<file path="src/hdl/lsc_cfg.svh">
// constants of the logic cluster: counts, register map, field positions
`ifndef LSC_CFG_SVH
`define LSC_CFG_SVH

`define LSC_SLICES      4
`define LSC_GENS        8
`define LSC_TBL_W       16
`define LSC_TBL_RST     16'h0000
`define LSC_SEL_W       4
`define LSC_SYNC_W      54
`define LSC_GEN_INS     32
`define LSC_ADR_W       6
`define LSC_IDX_W       4

// word indices, byte address is four times the index
`define LSC_IDX_TABLE0  4'h0
`define LSC_IDX_CFG0    4'h4
`define LSC_IDX_CTRL    4'h8
`define LSC_IDX_STAT    4'h9

// slice configuration word
`define LSC_CFG_W       21
`define LSC_CFG_RST     21'h000000
`define LSC_B_MODEA     0
`define LSC_B_MODEB     2
`define LSC_B_LATCH     4
`define LSC_B_HIGH      5
`define LSC_B_INITOV    6
`define LSC_B_INITA     7
`define LSC_B_INITB     8
`define LSC_B_ASYNC     9
`define LSC_B_SRCA      10
`define LSC_B_SRCB      11
`define LSC_B_CEUSE     12
`define LSC_B_SRUSE     13
`define LSC_B_BYUSE     14
`define LSC_B_INVCLK    15
`define LSC_B_INVCE     16
`define LSC_B_INVSR     17
`define LSC_B_INVBY     18
`define LSC_B_XF5       19
`define LSC_B_YFX       20

`define LSC_B_GINIT     0
`define LSC_ZERO32      32'h00000000
`define LSC_ZERO16      16'h0000

`endif

</file>
<file path="src/hdl/lsc_pkg.sv">
// types shared by the logic cluster modules
package lsc_pkg;

    typedef enum logic [1:0] {
        LSC_GEN_LUT   = 2'h0,
        LSC_GEN_RAM   = 2'h1,
        LSC_GEN_SHIFT = 2'h2
    } lsc_gen_mode_type;

endpackage

</file>
<file path="src/hdl/lsc_func_gen.sv">
// one four-input function generator: table, distributed memory or shift register
`timescale 1ns/1ps
`default_nettype none
`include "lsc_cfg.svh"

module lsc_func_gen (
    input  wire logic                      clk_i,
    input  wire logic                      rst_i,
    input  wire lsc_pkg::lsc_gen_mode_type mode_i,
    input  wire logic [3:0]                sel_i,
    input  wire logic                      load_i,
    input  wire logic [`LSC_TBL_W-1:0]     load_val_i,
    input  wire logic                      step_i,
    input  wire logic                      we_i,
    input  wire logic                      din_i,
    input  wire logic                      shift_in_i,
    output logic      [`LSC_TBL_W-1:0]     table_o,
    output logic                           out_o,
    output logic                           shift_out_o
);

    logic [`LSC_TBL_W-1:0] table_d;
    logic [`LSC_TBL_W-1:0] table_q;

    always_comb
    begin
        table_d = table_q;
        case (mode_i)
            lsc_pkg::LSC_GEN_RAM:
            begin
                if (step_i && we_i)
                begin
                    table_d[sel_i] = din_i;
                end
            end
            lsc_pkg::LSC_GEN_SHIFT:
            begin
                if (step_i)
                begin
                    table_d = {table_q[`LSC_TBL_W-2:0], shift_in_i};
                end
            end
            default:
            begin
                table_d = table_q;
            end
        endcase
        if (load_i)
        begin
            table_d = load_val_i;
        end
    end

    always_ff @(posedge clk_i)
    begin
        if (rst_i)
        begin
            table_q <= `LSC_TBL_RST;
        end
        else
        begin
            table_q <= table_d;
        end
    end

    assign table_o     = table_q;
    assign out_o       = table_q[sel_i];
    assign shift_out_o = table_q[`LSC_TBL_W-1];

endmodule

`default_nettype wire

</file>
<file path="src/hdl/lsc_logic_cluster.sv">
// logic cluster of four slices with its register port
//
// Overview of operation
// cluster holds four identical slices
// slice: two generators, two storage elements
// generator is table, memory or shifter
// table gives any four-input function
// generator feeds output and storage together
// five-input combiner merges slice generators
// wide combiner width depends on position
// storage is flip-flop or latch
// storage data from generator or bypass
// enable active high, unused means enabled
// primary set/reset forces configured level
// bypass forces opposite; reset wins
// initial value separately configurable
// set/reset synchronous or asynchronous
// clock, enable, set/reset shared per slice
// every control input has selectable polarity
// latch transparent at active clock level
//
// Added by the designer: the register addresses and the Wishbone slave port.
`timescale 1ns/1ps
`default_nettype none
`include "lsc_cfg.svh"

module lsc_logic_cluster (
    input  wire logic                    clk_i,
    input  wire logic                    rst_i,
    input  wire logic                    wb_cyc_i,
    input  wire logic                    wb_stb_i,
    input  wire logic                    wb_we_i,
    input  wire logic [`LSC_ADR_W-1:0]   wb_adr_i,
    input  wire logic [3:0]              wb_sel_i,
    input  wire logic [31:0]             wb_dat_i,
    output logic      [31:0]             wb_dat_o,
    output logic                         wb_ack_o,
    input  wire logic [`LSC_GEN_INS-1:0] gen_in_i,
    input  wire logic [3:0]              first_bypass_input_i,
    input  wire logic [3:0]              second_bypass_input_i,
    input  wire logic [3:0]              slice_clk_i,
    input  wire logic [3:0]              slice_ce_i,
    input  wire logic [3:0]              primary_set_reset_i,
    input  wire logic                    shift_chain_i,
    input  wire logic                    eight_other_i,
    output logic      [7:0]              comb_out_o,
    output logic      [7:0]              store_q_o,
    output logic                         shift_chain_o,
    output logic                         seven_out_o
);

    // =====================================================
    // pin synchronisers
    // =====================================================
    logic [`LSC_SYNC_W-1:0] pin_raw;
    logic [`LSC_SYNC_W-1:0] meta_q;
    logic [`LSC_SYNC_W-1:0] pin_q;
    logic [`LSC_GEN_INS-1:0] gi;
    logic [3:0]             fb;
    logic [3:0]             sb;
    logic [3:0]             sck;
    logic [3:0]             sce;
    logic [3:0]             ssr;
    logic                   shin;
    logic                   oth;

    assign pin_raw = {eight_other_i, shift_chain_i, primary_set_reset_i, slice_ce_i,
                      slice_clk_i, second_bypass_input_i, first_bypass_input_i, gen_in_i};

    always_ff @(posedge clk_i)
    begin
        if (rst_i)
        begin
            meta_q <= '0;
            pin_q  <= '0;
        end
        else
        begin
            meta_q <= pin_raw;
            pin_q  <= meta_q;
        end
    end

    assign {oth, shin, ssr, sce, sck, sb, fb, gi} = pin_q;

    // =====================================================
    // register port
    // =====================================================
    logic [`LSC_IDX_W-1:0] idx;
    logic                  acc;
    logic                  wr;
    logic                  ack_d;
    logic                  ack_q;
    logic [31:0]           dat_d;
    logic [31:0]           dat_q;
    logic                  ginit_d;
    logic                  ginit_q;
    logic [`LSC_CFG_W-1:0] cfg_d [`LSC_SLICES];
    logic [`LSC_CFG_W-1:0] cfg_q [`LSC_SLICES];
    logic [31:0]           tbl_word [`LSC_SLICES];
    logic [31:0]           tbl_new [`LSC_SLICES];
    logic [`LSC_SLICES-1:0] tbl_load;
    logic [7:0]            comb_q;
    logic [7:0]            q_all;

    function automatic logic [31:0] lsc_merge(input logic [31:0] old,
                                             input logic [31:0] nw,
                                             input logic [3:0]  sel);
        logic [31:0] r;
        r = old;
        for (int b = 0; b < 4; b++)
        begin
            if (sel[b])
            begin
                r[b*8 +: 8] = nw[b*8 +: 8];
            end
        end
        return r;
    endfunction

    assign idx = wb_adr_i[`LSC_ADR_W-1:2];
    assign acc = wb_cyc_i && wb_stb_i && !ack_q;
    assign wr  = acc && wb_we_i;

    always_comb
    begin
        ack_d   = acc;
        ginit_d = wr && (idx == `LSC_IDX_CTRL) && wb_sel_i[0] && wb_dat_i[`LSC_B_GINIT];
        dat_d   = dat_q;
        if (acc)
        begin
            dat_d = `LSC_ZERO32;
        end
        if (acc && !wb_we_i)
        begin
            if (idx == `LSC_IDX_STAT)
            begin
                dat_d = {`LSC_ZERO16, comb_q, q_all};
            end
            for (int s = 0; s < `LSC_SLICES; s++)
            begin
                if (idx == `LSC_IDX_TABLE0 + s[`LSC_IDX_W-1:0])
                begin
                    dat_d = tbl_word[s];
                end
                if (idx == `LSC_IDX_CFG0 + s[`LSC_IDX_W-1:0])
                begin
                    dat_d = 32'(cfg_q[s]);
                end
            end
        end
        for (int s = 0; s < `LSC_SLICES; s++)
        begin
            cfg_d[s]    = cfg_q[s];
            tbl_load[s] = wr && (idx == `LSC_IDX_TABLE0 + s[`LSC_IDX_W-1:0]);
            tbl_new[s]  = lsc_merge(tbl_word[s], wb_dat_i, wb_sel_i);
            if (wr && (idx == `LSC_IDX_CFG0 + s[`LSC_IDX_W-1:0]))
            begin
                cfg_d[s] = `LSC_CFG_W'(lsc_merge(32'(cfg_q[s]), wb_dat_i, wb_sel_i));
            end
        end
    end

    always_ff @(posedge clk_i)
    begin
        if (rst_i)
        begin
            ack_q   <= 1'b0;
            dat_q   <= `LSC_ZERO32;
            ginit_q <= 1'b0;
            for (int s = 0; s < `LSC_SLICES; s++)
            begin
                cfg_q[s] <= `LSC_CFG_RST;
            end
        end
        else
        begin
            ack_q   <= ack_d;
            dat_q   <= dat_d;
            ginit_q <= ginit_d;
            for (int s = 0; s < `LSC_SLICES; s++)
            begin
                cfg_q[s] <= cfg_d[s];
            end
        end
    end

    assign wb_ack_o = ack_q;
    assign wb_dat_o = dat_q;

    // =====================================================
    // slices
    // =====================================================
    logic [7:0]  gout;
    logic [8:0]  sh;
    logic [3:0]  f5;
    logic [3:0]  fx;
    logic [7:0]  comb_d;
    logic [3:0]  clk_lv;
    logic [3:0]  clk_lv_q;   // raw pin level: a polarity write is no edge
    logic        out7_q;

    assign sh[0] = shin;

    genvar s;
    generate
        for (s = 0; s < `LSC_SLICES; s++)
        begin : g_slice
            logic [`LSC_CFG_W-1:0] c;
            logic edge_s;
            logic ce;
            logic sr;
            logic by;
            logic sr_act;
            logic by_act;
            logic step;
            logic [1:0] dsel;
            logic [1:0] ival;

            assign c      = cfg_q[s];
            assign clk_lv[s] = sck[s] ^ c[`LSC_B_INVCLK];
            assign edge_s = clk_lv[s] && !(clk_lv_q[s] ^ c[`LSC_B_INVCLK]);
            assign ce     = c[`LSC_B_CEUSE] ? (sce[s] ^ c[`LSC_B_INVCE]) : 1'b1;
            assign sr     = ssr[s] ^ c[`LSC_B_INVSR];
            assign by     = sb[s] ^ c[`LSC_B_INVBY];
            assign sr_act = c[`LSC_B_SRUSE] && sr;
            assign by_act = c[`LSC_B_SRUSE] && c[`LSC_B_BYUSE] && by;
            assign step   = edge_s && ce;
            // storage data from the bypass input when the source bit is set, else from the generator or combiner output
            assign dsel   = {c[`LSC_B_SRCB] ? sb[s] : comb_d[2*s+1],
                             c[`LSC_B_SRCA] ? fb[s] : comb_d[2*s]};
            assign ival   = c[`LSC_B_INITOV] ? {c[`LSC_B_INITB], c[`LSC_B_INITA]}
                                             : {2{c[`LSC_B_HIGH]}};

            lsc_func_gen u_gen_a (
                .clk_i       (clk_i),
                .rst_i       (rst_i),
                .mode_i      (lsc_pkg::lsc_gen_mode_type'(c[`LSC_B_MODEA +: 2])),
                .sel_i       (gi[8*s +: 4]),
                .load_i      (tbl_load[s] && (wb_sel_i[0] || wb_sel_i[1])),
                .load_val_i  (tbl_new[s][`LSC_TBL_W-1:0]),
                .step_i      (step),
                .we_i        (sr),
                .din_i       (fb[s]),
                .shift_in_i  (sh[2*s]),
                .table_o     (tbl_word[s][`LSC_TBL_W-1:0]),
                .out_o       (gout[2*s]),
                .shift_out_o (sh[2*s+1])
            );

            lsc_func_gen u_gen_b (
                .clk_i       (clk_i),
                .rst_i       (rst_i),
                .mode_i      (lsc_pkg::lsc_gen_mode_type'(c[`LSC_B_MODEB +: 2])),
                .sel_i       (gi[8*s+4 +: 4]),
                .load_i      (tbl_load[s] && (wb_sel_i[2] || wb_sel_i[3])),
                .load_val_i  (tbl_new[s][31:`LSC_TBL_W]),
                .step_i      (step),
                .we_i        (sr),
                .din_i       (sb[s]),
                .shift_in_i  (sh[2*s+1]),
                .table_o     (tbl_word[s][31:`LSC_TBL_W]),
                .out_o       (gout[2*s+1]),
                .shift_out_o (sh[2*s+2])
            );

            assign f5[s] = fb[s] ? gout[2*s+1] : gout[2*s];
            assign comb_d[2*s]   = c[`LSC_B_XF5] ? f5[s] : gout[2*s];
            assign comb_d[2*s+1] = c[`LSC_B_YFX] ? fx[s] : gout[2*s+1];

            lsc_store_pair u_store (
                .clk_i      (clk_i),
                .init_i     (rst_i || ginit_q),
                .init_val_i (ival),
                .latch_i    (c[`LSC_B_LATCH]),
                .async_i    (c[`LSC_B_ASYNC]),
                .edge_i     (edge_s),
                .level_i    (clk_lv[s]),
                .ce_i       (ce),
                .rst_cond_i (c[`LSC_B_HIGH] ? by_act : sr_act),
                .set_cond_i (c[`LSC_B_HIGH] ? sr_act : by_act),
                .d_i        (dsel),
                .q_o        (q_all[2*s +: 2])
            );
        end
    endgenerate

    // wide combiners: six in slices 0 and 2, seven in 1, eight in 3
    assign fx[0] = sb[0] ? f5[1] : f5[0];
    assign fx[2] = sb[2] ? f5[3] : f5[2];
    assign fx[1] = sb[1] ? fx[2] : fx[0];
    assign fx[3] = sb[3] ? oth : fx[1];

    // =====================================================
    // output registers
    // =====================================================
    always_ff @(posedge clk_i)
    begin
        clk_lv_q <= sck;
        if (rst_i)
        begin
            comb_q <= 8'h00;
            out7_q <= 1'b0;
        end
        else
        begin
            comb_q <= comb_d;
            out7_q <= fx[1];
        end
    end

    assign comb_out_o    = comb_q;
    assign store_q_o     = q_all;
    assign shift_chain_o = sh[`LSC_GENS];
    assign seven_out_o   = out7_q;

endmodule

`default_nettype wire

</file>
<file path="src/hdl/lsc_store_pair.sv">
// the two storage elements of one slice with their shared controls
`timescale 1ns/1ps
`default_nettype none
`include "lsc_cfg.svh"

module lsc_store_pair (
    input  wire logic       clk_i,
    input  wire logic       init_i,
    input  wire logic [1:0] init_val_i,
    input  wire logic       latch_i,
    input  wire logic       async_i,
    input  wire logic       edge_i,
    input  wire logic       level_i,
    input  wire logic       ce_i,
    input  wire logic       rst_cond_i,
    input  wire logic       set_cond_i,
    input  wire logic [1:0] d_i,
    output logic      [1:0] q_o
);

    logic [1:0] q_d;
    logic [1:0] q_q;
    logic       upd;
    logic       sr_take;

    always_comb
    begin
        upd     = latch_i ? (level_i && ce_i) : (edge_i && ce_i);
        sr_take = async_i ? 1'b1 : (latch_i ? level_i : edge_i);
        q_d     = q_q;
        if (init_i)
        begin
            q_d = init_val_i;
        end
        else if (sr_take && rst_cond_i)
        begin
            q_d = 2'h0;
        end
        else if (sr_take && set_cond_i)
        begin
            q_d = 2'h3;
        end
        else if (upd)
        begin
            q_d = d_i;
        end
    end

    always_ff @(posedge clk_i)
    begin
        q_q <= q_d;
    end

    assign q_o = q_q;

endmodule

`default_nettype wire

</file>
<file path="config.mk">
export PLATFORM = sky130hd
export DESIGN_NAME = lsc_logic_cluster
export DESIGN_NICKNAME = d
export VERILOG_FILES = /design/src/hdl/lsc_pkg.sv /design/src/hdl/lsc_func_gen.sv /design/src/hdl/lsc_logic_cluster.sv /design/src/hdl/lsc_store_pair.sv
export VERILOG_INCLUDE_DIRS = /design/src /design/src/hdl
export SDC_FILE = /design/constraint.sdc
export NUM_CORES = 1
export LEC_CHECK = 0
export BUFFER_PORTS_ARGS = -buffer_cell sky130_fd_sc_hd__buf_2
export CORE_MARGIN = 2
export CORE_UTILIZATION = 24
export DETAILED_ROUTE_END_ITERATION = 16
export PLACE_DENSITY = 0.39
export SLEW_MARGIN = 20
export SYNTH_ARGS = -nofsm -noshare
export SYNTH_HDL_FRONTEND = slang
export SYNTH_SLANG_ARGS = --single-unit
</file>
<file path="constraint.sdc">
create_clock -name clk_i -period 5 [get_ports clk_i]
set_clock_uncertainty 0.05 [all_clocks]
set_input_delay 1.5 -clock clk_i [delete_from_list [all_inputs] [get_ports clk_i]]
set_output_delay 1.5 -clock clk_i [all_outputs]
set_load 0.005 [all_outputs]
</file>
==> qor.yml <==
route.detailed.drc: 0
first_iter_violations: 2082
layout_min_cycle_time_ns: 3.91
fin_cells: 3909
wl_met3_mm: 6.07
drv_cap: 0
wl_met1_mm: 44.5
core_area_mm2: 0.0882
routed.top_layer: "met5"
finalMaxSlewViolations: 0
gp_congestion: 0.905
slew_headroom_pct: 33.7
cts.clk_slew.worst_paths_ns: 0.06
ir_drop_uv: 224
fp.dieW_um: 302
cp_max_fo: 18
timing.fmax_mhz: 256
hp-class: "register to register"
hold_viol: 0
layout-drive-gt1-share_pct: 14.4
cts_tree: "yes"
grt_max_degree: 159
p_leak_nw: 8.50
dp_worst_setup_slack_ns: 0.572
status: "finished clean"
rsz0062_at_grt: "no"
ys_types: 74
cts_hold_buf: 0
rows: 109
synth_edf_count: 8
criticalPathCategory: "input port to register"
worst_setup_path_end_kind: "register"
grt_pass1_vias: 19900
synth_top_area_cell: "dfxtp_1"
start_util_pct: 24.1
cts_buffers: 50
ys_ff_latch: 375
cellPowerDensity_mw_per_mm2: 312
grt_pass1_wl_mm: 143
ant_nets: 0
vias: 21000
setup-tns-final_ns: 0
post-cts-setup-buffers: 0
ctsResizeCount: 0
synth.cell_area_mm2: 0.0213
syn2layout_area_growth_pct: 18.1
worst_slack_ns: 1.09
dieHeight_um: 302
fillers: 9511
wl_per_cell_um: 25.5
fin_util_pct: 28.5
final_nets: 2816
synth_top_flop_cell: "dfxtp_1"
cts_buffer_depth: 3
dp_hpwl_mm: 73.0
yosysSeqAreaShare_pct: 35.6
startpoint_type: "input port"
synth_area_per_cell_um2: 8.06
grt_usage_pct: 21.2
setup_violations: 0
antenna_found_initial: 4
firstDrtPassIters: 8
netlist.area_leader.share_pct: 34.5
num_io_pins: 152
placed_cells: 3811
cts_sinks: 375
r2r_cells: 8
cp.arrival_ns: 4.39
tightest_slew_ns: 0.994
syn_nets: 2759
via_per_inst: 5.38
power_w: 0.00785
synthTopCellsByArea: "dfxtp_1 (34%), mux2i_1 (9.0%), a21oi_1 (6.6%), nand2_1 (5.1%), nor2b_1 (4.9%)"
htree_levels: 2
overflow: 0
port_buffers: 149
wl_met2_mm: 45.2
dieArea_mm2: 0.0912
post-route-period-util_pct: 78.2
cts_root_buf: "clkbuf_16"
synthArstFlopShare_pct: 0
clk_latency_ns: 0.62
crit_required_ns: 5.48
synthCells: 2642
synth_warnings: 0
wl_mm: 99.5
hold_depth: 0
-- placed cells by master (no fill, tap or decap), drive strengths merged, types with 8 or more instances in the layout --
cell type	count
and3	19
buf	220
inv	28
and2	32
a222oi	18
ha	16
mux2	8
o21a	9
nor3	25
nor2b	166
o211ai	22
mux4	32
dfxtp	367
xor2	9
o22ai	22
edfxtp	8
nor2	269
a31oi	52
a21oi	303
a211oi	23
clkbuf	77
o21ai	176
nand2	289
or2	9
nand3	77
a221oi	19
mux2i	191
a22oi	136
bufinv	8
-- critical path, stage by stage --
cell      delay (ns)
buf_2           0.36
nor2b_1         0.54
and2_1          0.64
nand2_1         0.11
o311a_1         0.18
o21ai_0         0.50
o211ai_1        0.27
a211oi_1        0.27
-- metal layers --
metal	up-vias	track usage, %
li1	9704	-
met1	10400	28.9
met2	796	33.8
met3	164	3.43
met4	6	7.56
met5	-	1.24
-- cells in the mapped netlist, types with 23 or more instances --
| master | count |
|---|---|
| inv_1 | 28 |
| mux4_2 | 32 |
| clkbuf_1 | 160 |
| a211oi_1 | 23 |
| nand3_1 | 77 |
| dfxtp_1 | 367 |
| nor2b_1 | 166 |
| a31oi_1 | 52 |
| a22oi_1 | 136 |
| nand2_1 | 288 |
| nor2_1 | 269 |
| buf_2 | 26 |
| mux2i_1 | 191 |
| and2_1 | 31 |
| o21ai_1 | 27 |
| o21ai_0 | 147 |
| a21oi_1 | 281 |
-- area by class of cell --
| type | instances | area (um^2) | area share [%] |
|---|---|---|---|
| Multi-Input combinational cell | 2023 | 12700 | 50.6 |
| Sequential cell | 375 | 7590 | 30.2 |
| Clock buffer | 77 | 1630 | 6.49 |
| Tap cell | 1165 | 1460 | 5.79 |
| Timing Repair Buffer | 220 | 1340 | 5.32 |
| Clock inverter | 17 | 298 | 1.18 |
| Inverter | 29 | 109 | 0.433 |
| Antenna cell | 3 | 7.51 | 0.0298 |
-- flip-flops by register name (all words and copies together), names as in the netlist --
| register | flops |
|---|---|
| g_slice.u_store.q_o | 8 |
| cfg_q | 84 |
| ginit_q | 1 |
| wb_ack_o | 1 |
| seven_out_o | 1 |
| wb_dat_o | 32 |
| clk_lv_q | 4 |
| g_slice.u_gen_b.table_o | 64 |
| comb_out_o | 8 |
| meta_q | 54 |
| g_slice.u_gen_a.table_o | 64 |
| pin_q | 54 |
-- power by group --
part	leakage (nW)	switching [W]	total (W)	internal [W]
Sequential	3.06	0.0000809	0.00313	0.00305
Clock	0.933	0.00152	0.00418	0.00266
Combinational	4.50	0.000381	0.000543	0.000162
-- final timing paths --
check / slack [ns] / startpoint / end
worst max-delay path: 1.09 / wb_adr_i[4] / wb_dat_o[7]
worst max register to register: 1.59 / pin_q[18] / g_slice[1].u_store.q_o[1]
worst min-delay path: 0.35 / pin_q[40] / clk_lv_q[0]
worst min register to register: 0.35 / pin_q[40] / clk_lv_q[0]
-- per-stage QoR --
step,hold slack (ns),cell area [um^2]
5_1_grt,0.365,25200
3_3_place_gp,0.340,23200
3_5_place_dp,0.340,23200
6_report,0.351,25200
2_1_floorplan,0.309,21300
4_1_cts,0.355,25100
-- cells by family (layout without fill, tap and decap cells) --
group                    count (synthesis)  count (layout)  share of synthesized area [%]
AND/OR/NAND/NOR                        928             928                           20.8
AO/OA/AOI/OAI                          832             832                           24.4
flip-flops                             375             375                           35.6
buffers and inverters                  244             343                           4.81
multiplexers                           231             231                           12.8
adder cells (fa/ha/maj)                 16              16                          0.940
XOR/XNOR                                16              16                          0.658
other                                    0               3                              0
(Power assumes the default switching activity.)
